## config.mk

```make
export PLATFORM = sky130hd
export DESIGN_NAME = dlytm_core
export DESIGN_NICKNAME = d
export VERILOG_FILES = /design/src/logic/dlytm_core.v /design/src/logic/dlytm_tick.v
export VERILOG_INCLUDE_DIRS = /design/src /design/src/common
export SDC_FILE = /design/constraint.sdc
export NUM_CORES = 1
export LEC_CHECK = 0
export BUFFER_PORTS_ARGS = -buffer_cell sky130_fd_sc_hd__buf_2
export CAP_MARGIN = 20
export CORE_UTILIZATION = 25
export DETAILED_ROUTE_END_ITERATION = 10
export MAX_ROUTING_LAYER = met4
export PLACE_DENSITY = 0.47
export SETUP_SLACK_MARGIN = 0.4
export SYNTH_ARGS = -nofsm -noshare
export SYNTH_HDL_FRONTEND = slang
export SYNTH_HIERARCHICAL = 1
export SYNTH_SLANG_ARGS = --single-unit
```

## constraint.sdc

```tcl
create_clock -name pclk -period 4.7 [get_ports pclk]
set_input_delay 0.94 -clock pclk [delete_from_list [all_inputs] [get_ports pclk]]
set_output_delay 0.94 -clock pclk [all_outputs]
set_load 0.005 [all_outputs]
```

## src/common/dlytm_defines.vh

```
`ifndef DLYTM_DEFINES_VH
`define DLYTM_DEFINES_VH
// Register byte offsets
`define DLYTM_OFF_CTRL      12'h000
`define DLYTM_OFF_HIGH      12'h004
`define DLYTM_OFF_LOW       12'h008
`define DLYTM_OFF_SRC       12'h00c
`define DLYTM_OFF_STAT      12'h010
`define DLYTM_OFF_ELAP      12'h014
`define DLYTM_OFF_CLR       12'h018
// Control fields
`define DLYTM_CTRL_MODE_LSB 0
`define DLYTM_CTRL_MODE_MSB 1
`define DLYTM_CTRL_RETAIN   2
`define DLYTM_CTRL_TB_LSB   4
`define DLYTM_CTRL_TB_MSB   5
`define DLYTM_CTRL_HSRC     8
`define DLYTM_CTRL_LSRC     9
// Source register fields: block numbers
`define DLYTM_SRC_HBLK_LSB  0
`define DLYTM_SRC_HBLK_MSB  7
`define DLYTM_SRC_LBLK_LSB  16
`define DLYTM_SRC_LBLK_MSB  23
// Modes
`define DLYTM_MODE_ON       2'h0
`define DLYTM_MODE_OFF      2'h1
`define DLYTM_MODE_ONOFF    2'h2
`define DLYTM_MODE_RETON    2'h3
// Timebase codes: fixed preset resolution
`define DLYTM_TB_SEC        2'h0
`define DLYTM_TB_MIN        2'h1
`define DLYTM_TB_HOUR       2'h2
// Tick periods
`define DLYTM_TICK_SEC_MS   10
`define DLYTM_TICK_MIN_MS   1000
`define DLYTM_TICK_HOUR_MS  60000
// Limits of referenced presets per timebase
`define DLYTM_MAX_REF_SEC   32'd9999
`define DLYTM_MAX_REF_MIN   32'd5999
`define DLYTM_MAX_REF_HOUR  32'd5999
`define DLYTM_CTRL_RESET    32'h0000_0000
`endif

```

## src/logic/dlytm_core.v

```verilog
// Local design decisions: the APB register port and the address map.
`timescale 1ns/1ps
`include "dlytm_defines.vh"
module dlytm_core #(
	parameter CLK_KHZ = 250000, // pclk in kHz
	parameter TW      = 32      // Count and preset width
) (
	input  wire          pclk,        // Clock
	input  wire          presetn,     // Async reset, low
	input  wire          psel,        // APB select
	input  wire          penable,     // APB enable
	input  wire          pwrite,      // APB direction
	input  wire [11:0]   paddr,       // APB byte address
	input  wire [31:0]   pwdata,      // APB write data
	output reg  [31:0]   prdata,      // APB read data
	output reg           pready,      // APB ready
	output reg           pslverr,     // APB error
	input  wire          trig_in,     // Trigger pin
	input  wire          rst_in,      // Reset pin
	input  wire          power_fail,  // Power loss pulse
	output reg  [7:0]    ref_blk,     // Block number being fetched
	input  wire [TW-1:0] ref_val,     // Live value of that block
	output reg           out_q        // Relay output
);
	reg [31:0] ctrl_q;
	reg [TW-1:0] high_delay_q;
	reg [TW-1:0] low_delay_q;
	reg [31:0] src_q;
	reg [TW-1:0] elapsed_count_q;
	reg [TW-1:0] ref_h_q;
	reg [TW-1:0] ref_l_q;
	reg          ref_phase_q;
	reg          run_q;
	reg          phase_q;
	reg          trg_m_q, trg_s_q, trg_p_q;
	reg          rst_m_q, rst_s_q;
	reg          pf_m_q, pf_s_q;
	wire         tick;
	wire [1:0]   mode = ctrl_q[`DLYTM_CTRL_MODE_MSB:`DLYTM_CTRL_MODE_LSB];
	wire [1:0]   tb   = ctrl_q[`DLYTM_CTRL_TB_MSB:`DLYTM_CTRL_TB_LSB];
	wire         rise = trg_s_q & ~trg_p_q;
	wire         fall = ~trg_s_q & trg_p_q;
	wire         trg  = trg_s_q;
	wire         rst  = rst_s_q;
	wire         sel_wr = psel & penable & pwrite & pready;
	wire         sel_rd = psel & ~penable & ~pwrite;
	wire         mode_wr = sel_wr & (paddr == `DLYTM_OFF_CTRL) &
	                       (pwdata[`DLYTM_CTRL_MODE_MSB:`DLYTM_CTRL_MODE_LSB] != mode);
	reg  [TW-1:0] ref_max;
	reg  [TW-1:0] h_pre, l_pre;
	reg  [TW-1:0] cnt_d;
	reg           run_d, out_d, phase_d;
	wire          h_hit = run_q & (elapsed_count_q >= h_pre);
	wire          l_hit = run_q & (elapsed_count_q >= l_pre);
	wire [TW-1:0] cnt_inc = elapsed_count_q + {{(TW-1){1'b0}}, tick};
	// Tick per selected timebase
	dlytm_tick #(
		.CLK_KHZ (CLK_KHZ),
		.CW      (40)
	) u_tick (
		.pclk    (pclk),
		.presetn (presetn),
		.tb      (tb),
		.tick_q  (tick)
	);
	always @* begin
		case (tb)
		`DLYTM_TB_SEC: ref_max = `DLYTM_MAX_REF_SEC;
		`DLYTM_TB_MIN: ref_max = `DLYTM_MAX_REF_MIN;
		default: ref_max = `DLYTM_MAX_REF_HOUR;
		endcase
	end
	// Preset source select; referenced values clamped
	always @* begin
		h_pre = ctrl_q[`DLYTM_CTRL_HSRC] ? ref_h_q : high_delay_q;
		l_pre = ctrl_q[`DLYTM_CTRL_LSRC] ? ref_l_q : low_delay_q;
	end
	// Alternate fetch of the two referenced blocks; value arrives next cycle
	always @(posedge pclk or negedge presetn) begin
		if (!presetn) begin
			ref_phase_q <= 1'b0;
			ref_blk     <= 8'h00;
			ref_h_q     <= {TW{1'b0}};
			ref_l_q     <= {TW{1'b0}};
		end else begin
			ref_phase_q <= ~ref_phase_q;
			ref_blk <= ref_phase_q ? src_q[`DLYTM_SRC_HBLK_MSB:`DLYTM_SRC_HBLK_LSB]
			                       : src_q[`DLYTM_SRC_LBLK_MSB:`DLYTM_SRC_LBLK_LSB];
			if (ref_phase_q)
				ref_l_q <= (ref_val > ref_max) ? ref_max : ref_val;
			else
				ref_h_q <= (ref_val > ref_max) ? ref_max : ref_val;
		end
	end
	// Pin synchronisers
	always @(posedge pclk or negedge presetn) begin
		if (!presetn) begin
			trg_m_q <= 1'b0;
			trg_s_q <= 1'b0;
			trg_p_q <= 1'b0;
			rst_m_q <= 1'b0;
			rst_s_q <= 1'b0;
			pf_m_q  <= 1'b0;
			pf_s_q  <= 1'b0;
		end else begin
			trg_m_q <= trig_in;
			trg_s_q <= trg_m_q;
			trg_p_q <= trg_s_q;
			rst_m_q <= rst_in;
			rst_s_q <= rst_m_q;
			pf_m_q  <= power_fail;
			pf_s_q  <= pf_m_q;
		end
	end
	// Timer behaviour per mode
	always @* begin
		cnt_d   = elapsed_count_q;
		run_d   = run_q;
		out_d   = out_q;
		phase_d = phase_q;
		case (mode)
		`DLYTM_MODE_ON: begin
			if (!trg) begin
				out_d = 1'b0;
				run_d = 1'b0;
				cnt_d = {TW{1'b0}};
			end else if (rise) begin
				run_d = 1'b1;
				cnt_d = {TW{1'b0}};
			end else if (h_hit) begin
				out_d = 1'b1;
				run_d = 1'b0;
			end else if (run_q) begin
				cnt_d = cnt_inc;
			end
		end
		`DLYTM_MODE_OFF: begin
			if (rst) begin
				out_d = 1'b0;
				run_d = 1'b0;
				cnt_d = {TW{1'b0}};
			end else if (trg) begin
				out_d = 1'b1;
				run_d = 1'b0;
				cnt_d = {TW{1'b0}};
			end else if (fall) begin
				run_d = 1'b1;
				cnt_d = {TW{1'b0}};
			end else if (h_hit) begin
				out_d = 1'b0;
				run_d = 1'b0;
			end else if (run_q) begin
				cnt_d = cnt_inc;
			end
		end
		`DLYTM_MODE_ONOFF: begin
			// phase_q high while timing the low delay
			if (rise | fall) begin
				run_d   = trg ? ~out_q : out_q;
				phase_d = fall;
				cnt_d   = {TW{1'b0}};
			end else if (!phase_q & h_hit) begin
				out_d = 1'b1;
				run_d = 1'b0;
			end else if (phase_q & l_hit) begin
				out_d = 1'b0;
				run_d = 1'b0;
			end else if (run_q) begin
				cnt_d = cnt_inc;
			end
		end
		default: begin
			if (rst) begin
				out_d = 1'b0;
				run_d = 1'b0;
				phase_d = 1'b0;
				cnt_d = {TW{1'b0}};
			end else if (rise & !phase_q) begin
				run_d   = 1'b1;
				phase_d = 1'b1;
				cnt_d   = {TW{1'b0}};
			end else if (h_hit) begin
				out_d = 1'b1;
				run_d = 1'b0;
			end else if (run_q) begin
				cnt_d = cnt_inc;
			end
		end
		endcase
	end
	// Timer state; power loss clears it unless retention is on
	always @(posedge pclk or negedge presetn) begin
		if (!presetn) begin
			elapsed_count_q <= {TW{1'b0}};
			run_q   <= 1'b0;
			phase_q <= 1'b0;
			out_q   <= 1'b0;
		end else if (mode_wr) begin
			// Phase and count mean something else in the new mode
			elapsed_count_q <= {TW{1'b0}};
			run_q   <= 1'b0;
			phase_q <= 1'b0;
			out_q   <= 1'b0;
		end else if (pf_s_q & !ctrl_q[`DLYTM_CTRL_RETAIN]) begin
			elapsed_count_q <= {TW{1'b0}};
			run_q   <= 1'b0;
			phase_q <= 1'b0;
			out_q   <= 1'b0;
		end else if (pf_s_q) begin
			run_q <= run_q;
		end else begin
			elapsed_count_q <= cnt_d;
			run_q   <= run_d;
			phase_q <= phase_d;
			out_q   <= out_d;
		end
	end
	// APB slave: no wait states, reads registered in setup
	always @(posedge pclk or negedge presetn) begin
		if (!presetn) begin
			ctrl_q       <= `DLYTM_CTRL_RESET;
			high_delay_q <= {TW{1'b0}};
			low_delay_q  <= {TW{1'b0}};
			src_q        <= 32'h0000_0000;
			prdata       <= 32'h0000_0000;
			pready       <= 1'b0;
			pslverr      <= 1'b0;
		end else begin
			pready  <= psel & ~penable;
			pslverr <= 1'b0;
			if (psel & ~penable) begin
				case (paddr)
				`DLYTM_OFF_CTRL, `DLYTM_OFF_HIGH, `DLYTM_OFF_LOW, `DLYTM_OFF_SRC,
				`DLYTM_OFF_STAT, `DLYTM_OFF_ELAP: pslverr <= 1'b0;
				default: pslverr <= 1'b1;
				endcase
			end
			if (sel_rd) begin
				case (paddr)
				`DLYTM_OFF_CTRL: prdata <= ctrl_q;
				`DLYTM_OFF_HIGH: prdata <= high_delay_q;
				`DLYTM_OFF_LOW:  prdata <= low_delay_q;
				`DLYTM_OFF_SRC:  prdata <= src_q;
				`DLYTM_OFF_STAT: prdata <= {29'h0, phase_q, run_q, out_q};
				`DLYTM_OFF_ELAP: prdata <= elapsed_count_q;
				default:         prdata <= 32'h0000_0000;
				endcase
			end
			if (sel_wr) begin
				case (paddr)
				`DLYTM_OFF_CTRL: ctrl_q <= pwdata & 32'h0000_0337;
				`DLYTM_OFF_HIGH: high_delay_q <= pwdata;
				`DLYTM_OFF_LOW:  low_delay_q <= pwdata;
				`DLYTM_OFF_SRC:  src_q <= pwdata & 32'h00ff_00ff;
				default: ctrl_q <= ctrl_q;
				endcase
			end
		end
	end
endmodule

```

## src/logic/dlytm_tick.v

```verilog
`timescale 1ns/1ps
`include "dlytm_defines.vh"
// Divides pclk down to the tick of the selected timebase
module dlytm_tick #(
	parameter CLK_KHZ = 250000,
	parameter CW      = 40
) (
	input  wire       pclk,     // Clock
	input  wire       presetn,  // Async reset, low
	input  wire [1:0] tb,       // Timebase code
	output reg        tick_q    // One-cycle tick
);
	// Products formed at 64 bits, then cut to the counter width on purpose
	localparam [63:0]   DIV_SEC_W  = CLK_KHZ * 64'd1 * `DLYTM_TICK_SEC_MS;
	localparam [63:0]   DIV_MIN_W  = CLK_KHZ * 64'd1 * `DLYTM_TICK_MIN_MS;
	localparam [63:0]   DIV_HOUR_W = CLK_KHZ * 64'd1 * `DLYTM_TICK_HOUR_MS;
	localparam [CW-1:0] DIV_SEC    = DIV_SEC_W[CW-1:0];
	localparam [CW-1:0] DIV_MIN    = DIV_MIN_W[CW-1:0];
	localparam [CW-1:0] DIV_HOUR   = DIV_HOUR_W[CW-1:0];
	reg  [CW-1:0] cnt_q;
	reg  [CW-1:0] div;
	always @* begin
		case (tb)
		`DLYTM_TB_SEC: div = DIV_SEC;
		`DLYTM_TB_MIN: div = DIV_MIN;
		default: div = DIV_HOUR;
		endcase
	end
	always @(posedge pclk or negedge presetn) begin
		if (!presetn) begin
			cnt_q  <= {CW{1'b0}};
			tick_q <= 1'b0;
		end else if (cnt_q >= div - 1'b1) begin
			cnt_q  <= {CW{1'b0}};
			tick_q <= 1'b1;
		end else begin
			cnt_q  <= cnt_q + 1'b1;
			tick_q <= 1'b0;
		end
	end
endmodule

```

Word-level counts from Yosys, hierarchy flattened
Index checks and enable logic that the tools add are counted.
Widths: inputs -> output; s select.
- register bits after elaboration: 277
- output and inout bits: 43
- logic and storage cells: 155
- add/sub/neg operators: 3
- magnitude comparators: 4
- equal/unequal tests: 21
- multiplexer cells: 65
- bitwise operators: 22
- reduce and logical (&&, ||, !) cells: 16
- operators by type and width (kind ; number):
    $mux 32 ; 18
    $pmux 32 s6 ; 1
    $pmux 32 s3 ; 1
    $pmux 34 s2 ; 1
    $ge 32x32->1 ; 2
    $add 40x1->40 const B ; 1
    $ge 40x40->1 ; 1
    $mux 40 ; 1
    $mux 1 ; 38
    $sub 34x1->35 const B ; 1
    $add 32x1->32 ; 1
    $gt 32x14->1 ; 1
    $eq 12x4->1 const B ; 2
    $eq 12x5->1 const B ; 2
    $ne 5x5->1 const B ; 4
    $ne 6x6->1 const B ; 3
    $and 1x1->1 ; 15
    $mux 14 ; 1
    $eq 12x3->1 const B ; 1
    $logic_not 12->1 ; 1
    $reduce_and 2->1 ; 5
    $mux 8 ; 1
    $ne 4x4->1 const B ; 2
    $ne 7x3->1 const B ; 1
    16 further kinds ; 26

Depth between registers and ports, before layout
Gate-level depths: netlist of the first run.
- depth after elaboration: 11
- depth in mapped cells: 13
- gate-level depth less buffers: 11

Cells and area by module
The synthesis of the first run kept the hierarchy.
- modules (own cells, without submodules) (module ; instances ; cells an instance ; area each (µm²)):
    dlytm_core ; 1 ; 1213 ; 12874.8
    dlytm_tick ; 1 ; 263 ; 2703.8

Worst setup path before layout of the first run
No wires, ideal clock.
- path kind: register -> register
- from: register ctrl_q[8]
- to: register elapsed_count_q[11]
- library setup time: 0.092 ns
- arrival time: 3.382 ns
- data required time: 4.608 ns
- setup slack: 1.226 ns
- stages on the path, launching flop included: 14
- path buffers: 3
- period minus slack after synthesis: 3.474 ns
- cells stage by stage: dfrtp_1 -> clkbuf_1 -> buf_1 -> mux2i_1 -> ha_1 -> a21oi_1 -> nand2_1 -> a221oi_1 -> nand2_1 -> nor3_4 -> o41ai_4 -> or3_4 -> buf_6 -> o31ai_2
- cells in the longest elaborated chain, start to end: 11
- elaborated cells on any way between the ends: 18
- classes of those cells: 1 x order compare; 1 x eq/ne; 13 x mux; 2 x bitwise; 1 x reduce/logical
- ends and longest elaborated chain (item ; RTL line ; text):
    start, declared ; dlytm_core.v:25 ; reg [31:0] ctrl_q;
    start signal, assigned ; dlytm_core.v:221 ; ctrl_q <= `DLYTM_CTRL_RESET;
    start signal, assigned ; dlytm_core.v:251 ; `DLYTM_OFF_CTRL: ctrl_q <= pwdata & 32'h0000_0337;
    start signal, assigned ; dlytm_core.v:255 ; default: ctrl_q <= ctrl_q;
    $mux 32 (*) ; dlytm_core.v:75 ; h_pre = ctrl_q[`DLYTM_CTRL_HSRC] ? ref_h_q : high_delay_q;
    $ge 32x32->1 (*) ; dlytm_core.v:53 ; wire h_hit = run_q & (elapsed_count_q >= h_pre);
    $and 1x1->1 (*) ; dlytm_core.v:53 ;
    $mux 32 (4 in series) ; - ;
    $pmux 32 s3 ; - ;
    $mux 32 (3 in series) ; - ;
    end signal, assigned ; dlytm_core.v:194 ; elapsed_count_q <= {TW{1'b0}};
    end signal, assigned ; dlytm_core.v:200 ; elapsed_count_q <= {TW{1'b0}};
    end signal, assigned ; dlytm_core.v:205 ; elapsed_count_q <= {TW{1'b0}};
    end, declared ; dlytm_core.v:29 ; reg [TW-1:0] elapsed_count_q;
Mark *: on every way between the ends. The rest lies on a longest branch, timed or not. The select of a mux whose other input is x is not followed.
A chain may end at the register's enable or synchronous reset.

Worst setup path after layout of the first run
- from: register ctrl_q[9]
- to: register elapsed_count_q[31]
- cells in the longest elaborated chain, start to end: 6
- ends and longest elaborated chain (item ; RTL line ; text):
    $mux 32 ; dlytm_core.v:76 ; l_pre = ctrl_q[`DLYTM_CTRL_LSRC] ? ref_l_q : low_delay_q;
    $ge 32x32->1 ; dlytm_core.v:54 ; wire l_hit = run_q & (elapsed_count_q >= l_pre);
    $and 1x1->1 ; dlytm_core.v:54 ;
    $and 1x1->1 ; dlytm_core.v:165 ; end else if (phase_q & l_hit) begin
    $ne 5x5->1 (no source line) ; - ;
    $reduce_and 3->1 (no source line) ; - ;
Every way passes these cells.

==> results.cfg, run 1 <==
[timing]
fin_tns_setup_ps = 0
rsz0062_at_grt = false
period_share = 0.857
hold_violations = 0
tightest_slew_ps = 971
maxSlewHeadroom = 0.352
finClkSkew_ps = 25.2
slew_viol_final = 0
setup_viol = 0
fmax_mhz = 248
timing.final.crit_period_ps = 4030

[power_and_ir_drop]
p_per_area_nw_per_um2 = 293
p_leak_nw = 8.15
vdd_drop_max_mv = 0.210
swShare = 0.240
clkPwrFrac = 0.500
p_total_mw = 5.39
seqPwrFrac = 0.450
combPwrFrac = 0.050
power.internal_mw = 4.10
switching_power_mw = 1.29

[yosys]
avgSynthCellArea_um2 = 10.6
ys_seq_elements = 277
yosysUniqueCellTypes = 88
yosys_warnings = 6
synth_edf_count = 0
yosysSeqAreaShare = 0.445
yosysTopAreaCellShare = 0.445
synthArstFlopShare = 1.00
synth.most_common_cell = dfrtp_1
yosys-top-cells-count = 277 x dfrtp_1, 126 x nand2_1, 102 x ha_1
synthCells = 1476
syn-cell-area_um2 = 15600
yosysTopAreaCell = dfrtp_1
synth_area_leaders = dfrtp_1 44%, ha_1 8.2%, mux2_2 7.2%
ys.flop_type = dfrtp_1

[drt]
drc = 0
drt_iter0_markers = 855
num_vias = 12100
drt-total-wl_um = 49800
antenna_left = 0
dr.pass1.iters = 5
wire_per_inst_um = 20.2
vias_per_cell = 4.92

[worst_setup_path]
crit_type = reg -> reg
cp_slowest_cell = dfrtp_2
cpPeakStageDelay_ps = 770
crit_top_cell = buf_4
reg2reg_to = elapsed_count_q[31]
ff2ff_path_depth = 13
critical_path_peak_fanout = 33
end_kind = register
rrSetupSlack_ps = 670
worstPathCellList = buf_4 -> mux2i_1 -> ha_1 -> o21ai_0 -> nor2_1 -> a211oi_1 -> o41ai_1 -> buf_4 -> a22oi_2 -> o41ai_4 -> buf_4 -> or3_4 -> o31ai_1
critPathLaunchType = register
critPathRequiredTime_ps = 5150
r2r-start = ctrl_q[9]
arrival_ps = 4470

[floorplan]
die_w_um = 252
start_util = 0.253
fp.dieArea_um2 = 63300
die_h_um = 252
io_pins = 127
coreArea_um2 = 61600
rows = 91

[cts]
clk_latency_ps = 550
htree_levels = 2
clockBufferDepth = 3
clk_pin_slew_ps = 60
cts_tree = yes
clock-sinks = 277
cts-root-buf = clkbuf_16
postCtsSetupBuffers = 0
numCtsBuffers = 35

[grt]
overflow = 0
grt_max_degree = 99
grt_usage = 0.162
grt_pass1_wl_um = 76300
antenna_found_initial = 4
grt_pass1_vias = 12200

[layout]
fin_area_um2 = 18400
fin_cells = 2467
nets = 1788
n_fill_cell = 6378
area_delta_synth_final_pct = 18.1
drive_above_1_share = 0.241

[placement]
placed_cell_area_um2 = 17300
gp_congestion = 0.894
dp.cells = 2402
place.port_buffers = 126
hpwl_um = 36400

[worst_hold_path]
hold_path.class = in -> async

[run]
drv_cap = 0

[run_status]
outcome = finished clean
## power groups by stage
stage          clock network (mW)  registers [mW]  logic [mW]
5_1_grt                      2.88            2.43       0.303
2_1_floorplan                   0            2.47       0.105
3_3_place_gp                    0            2.47       0.274
4_1_cts                      2.79            2.43       0.276
3_5_place_dp                    0            2.47       0.275
6_report                     2.69            2.43       0.271
## timing repair
action,CTS,global route
hold buffers,0,0
gates resized for setup,0,2
setup endpoints to repair,0,5
hold endpoints to repair,0,0
## cells by family after synthesis
group           synth area share
fa+ha+maj                 0.0819
compound gates             0.148
xor+xnor                  0.0202
buf+inv                   0.0306
flops                      0.445
other cells             0.000482
simple gates               0.159
mux                        0.115
## layout by cell type (no fill, tap or decap), types with 7 or more instances in the layout
cell type | netlist | routed
a21o_1 | 9 | 9
a21oi_1 | 76 | 75
a221oi_1 | 18 | 18
a222oi_1 | 11 | 11
a22o_1 | 11 | 11
a22oi_1 | 11 | 11
a31oi_1 | 24 | 24
and2_1 | 22 | 22
and3_1 | 27 | 27
and4_1 | 12 | 12
buf_2 | 6 | 125
buf_4 | 0 | 33
clkbuf_1 | 58 | 7
clkbuf_16 | 0 | 35
clkbuf_8 | 0 | 7
conb_1 | 2 | 8
dfrtp_1 | 277 | 274
ha_1 | 102 | 102
inv_1 | 30 | 30
mux2_2 | 100 | 100
mux2i_1 | 66 | 66
nand2_1 | 126 | 126
nand3_1 | 32 | 32
nand4_1 | 27 | 27
nor2_1 | 85 | 83
nor2_2 | 9 | 11
nor2_4 | 20 | 20
nor2b_1 | 23 | 23
nor3_1 | 16 | 16
nor4_1 | 13 | 13
o21ai_0 | 77 | 77
o22a_1 | 10 | 10
o31ai_1 | 11 | 11
o31ai_2 | 8 | 8
xnor2_1 | 15 | 15
xor2_1 | 21 | 21
## metrics by stage
stage	hold WS, ps	setup WS (ps)	utilization
floorplan	331	1230	-
global placement	341	711	0.280
detailed placement	340	558	0.280
CTS	293	554	0.299
global route	313	497	0.299
finish	292	674	0.299
## worst max-delay path, delay by kind of cell (launching register included)
kind | cells | cell delay [ps]
AOI/OAI and AO/OA | 6 | 1330
adders and majority gates | 1 | 260
buffers and inverters | 3 | 750
DFF | 1 | 770
muxes | 1 | 200
and+or+nand+nor | 2 | 600
## per-layer routing
layer / wire length, µm / up-vias / track usage
met1: 23800 / 6044 / 0.217
met3: 2280 / 72 / 0.0287
met5: 0 / - / -
met4: 1190 / 0 / 0.0465
met2: 22500 / 278 / 0.249
li1: - / 5734 / -
## state kept, by name, indices dropped and copies added, names as in the netlist, 7 cells and up
name,count
u_tick/cnt_q,40
elapsed_count_q,32
high_delay_q,32
low_delay_q,32
prdata,32
ref_h_q,32
ref_l_q,32
src_q,16
ref_blk,8
ctrl_q,7
## cell type report
class / count / area, µm² / share of cell area
inverters: 30 / 113 / 0.00612
flip-flops and latches: 277 / 6940 / 0.377
multi-input cells: 1096 / 8210 / 0.446
clock inverters: 14 / 139 / 0.00755
well taps: 837 / 1050 / 0.0569
repair buffers: 162 / 948 / 0.0515
diodes: 2 / 5.00 / 0.000272
clock buffers: 49 / 998 / 0.0543
## how the worst max path moves through the flow
stage	end	slack (ps)	cells past startpoint	startpoint
finish	elapsed_count_q[31]	670	13	ctrl_q[9]
global route	elapsed_count_q[31]	500	10	ctrl_q[8]
CTS	out_q	550	9	ctrl_q[8]
detailed placement	out_q	560	9	ctrl_q[8]
global placement	out_q	710	9	ctrl_q[8]
floorplan	elapsed_count_q[11]	1230	13	ctrl_q[8]
Note: power is estimated with default switching activity, not from simulation.
==> run 2: changes to the inputs <==
--- a/config.mk
+++ b/config.mk
@@ -8,10 +8,10 @@
 export LEC_CHECK = 0
 export BUFFER_PORTS_ARGS = -buffer_cell sky130_fd_sc_hd__buf_2
 export CAP_MARGIN = 20
-export CORE_UTILIZATION = 25
+export CORE_UTILIZATION = 33
 export DETAILED_ROUTE_END_ITERATION = 10
 export MAX_ROUTING_LAYER = met4
-export PLACE_DENSITY = 0.47
+export PLACE_DENSITY = 0.56
 export SETUP_SLACK_MARGIN = 0.4
 export SYNTH_ARGS = -nofsm -noshare
 export SYNTH_HDL_FRONTEND = slang
==> run 2 against run 1 <==
Die area down 24%. Setup slack worse by 18 ps. Hold slack better by 33 ps. Via count up 1.0%. Maximum frequency down 0.46%. Register-to-register slack worse by 20 ps. Global-route usage up 3.8 points. Non-clock buffer count up 4. Utilization up 9.2 points. Sequential power about the same. Sequential share of layout area up 0.46 points. Routed wire length down 7.5%. Critical path type unchanged.
==> results.cfg, run 2 (synthesis gave the netlist of run 1 again) <==
[grt]
overflow = 0
use_met3 = 0.0373
met2_usage = 0.309
grt_pass1_wl_um = 71300
grt_pass1_vias = 12000
grt_usage = 0.200
grt_max_degree = 99
use_met1 = 0.254
busiest_layer = met2
antenna_found_initial = 2

[timing]
maxSlewHeadroom = 0.233
setup_viol = 0
finClkSkew_ps = 40.4
fin_tns_setup_ps = 0
timing.final.crit_period_ps = 4040
hold_slack_ps = 325
rsz0062_at_grt = false
tightest_slew_ps = 1140
period_share = 0.861
hold_violations = 0
setup_ws_ps = 655
slew_viol_final = 0
fmax_mhz = 247

[drt]
wire_per_inst_um = 20.6
drt-total-wl_um = 46000
drt_iter0_markers = 1064
antenna_left = 0
drc = 0
num_vias = 12300
vias_per_cell = 5.47
dr.pass1.iters = 6

[floorplan]
rows = 79
fp.dieArea_um2 = 48100
start_util = 0.335
io_pins = 127
die_w_um = 219
die_h_um = 219
coreArea_um2 = 46600

[worst_setup_path]
crit_type = reg -> reg
rrSetupSlack_ps = 660
crit_buf_inv = 2
path_delay_family = compound AO/OA/AOI/OAI gates
critPathRequiredTime_ps = 5170
critPathLaunchType = register
arrival_ps = 4510
worstPathCellList = buf_4 -> mux2i_1 -> ha_1 -> a21oi_1 -> o21ai_0 -> a21o_1 -> o31ai_1 -> a21boi_1 -> buf_4 -> or3_4 -> o31ai_1
cp_slowest_cell = dfrtp_2
critical_path_peak_fanout = 22
end_kind = register
cpPeakStageDelay_ps = 770

[cts]
hold_buffers = 0
clockBufferDepth = 3
cts_tree = yes
clk_pin_slew_ps = 60
cts-root-buf = clkbuf_16
numCtsBuffers = 35
htree_levels = 2
clock-sinks = 277
clk_latency_ps = 560

[layout]
final_common_cell = dfrtp_1
largest_register = u_tick/cnt_q
nets = 1792
area_delta_synth_final_pct = 16.6
multi_input_area_um2 = 8210
drive_above_1_share = 0.242
n_fill_cell = 4568
regArea_um2 = 6940
final_cell_mix = 274 x dfrtp_1, 126 x nand2_1, 125 x buf_2, 102 x ha_1, 100 x mux2_2
largest_register_ffs = 40

[power_and_ir_drop]
p_leak_nw = 8.20
p_per_area_nw_per_um2 = 300
vdd_drop_max_mv = 0.252
p_total_mw = 5.46

[placement]
gp_congestion = 0.908
place_ws_ps = 442
hpwl_um = 33700
place.port_buffers = 126

[run_status]
outcome = finished clean

[run]
drv_cap = 0

[worst_hold_path]
hold_path.class = reg -> reg
[run 2: cell types whose count changed in the layout (fill, tap and decap cells not counted), sizes merged]
| cell | before | now |
|---|---|---|
| inv | 33 | 31 |
| buf | 162 | 166 |
| clkinvlp | 3 | 0 |
| bufinv | 2 | 4 |
| clkinv | 6 | 10 |
| clkbuf | 49 | 45 |
[run 2: layout make-up]
cell class | count | area share
Multi-Input combinational cell | 1096 | 0.452
Sequential cell | 277 | 0.382
Timing Repair Buffer | 166 | 0.0541
Clock buffer | 45 | 0.0530
Tap cell | 607 | 0.0418
Clock inverter | 15 | 0.0111
Inverter | 30 | 0.00620
Antenna cell | 2 | 0.000275
[run 2: final timing paths]
kind / startpoint / cells past startpoint / to
max: ctrl_q[8] / 11 / elapsed_count_q[31]
min: trg_m_q / 0 / trg
max reg2reg: ctrl_q[8] / 11 / elapsed_count_q[31]
min reg2reg: trg_m_q / 0 / trg
max in group asynchronous: presetn / 2 / ref_phase_q
min in group asynchronous: presetn / 1 / pf_m_q
[run 2: stage by stage]
step | util | cell area, µm² | cells
floorplan | - | 15600 | 1482
global placement | 0.365 | 17000 | 2174
detailed placement | 0.365 | 17000 | 2175
CTS | 0.390 | 18100 | 2235
global route | 0.390 | 18200 | 2238
finish | 0.390 | 18200 | 2238
[run 2: routing by layer]
metal	vias to the layer above	part of all wire
met5	-	0
met4	0	0.042
met3	105	0.061
met2	354	0.46
met1	6069	0.44
li1	5724	-
[run 2: power breakdown]
part           switching, mW  total [mW]  internal, mW
Clock                   1.09        2.76          1.67
Combinational          0.178       0.268        0.0896
Sequential            0.0190        2.43          2.41
[run 2: what timing repair did]
action,4_1_cts,5_1_grt
buffers inserted,0,0
setup endpoints to repair,0,1
resized for setup,0,1
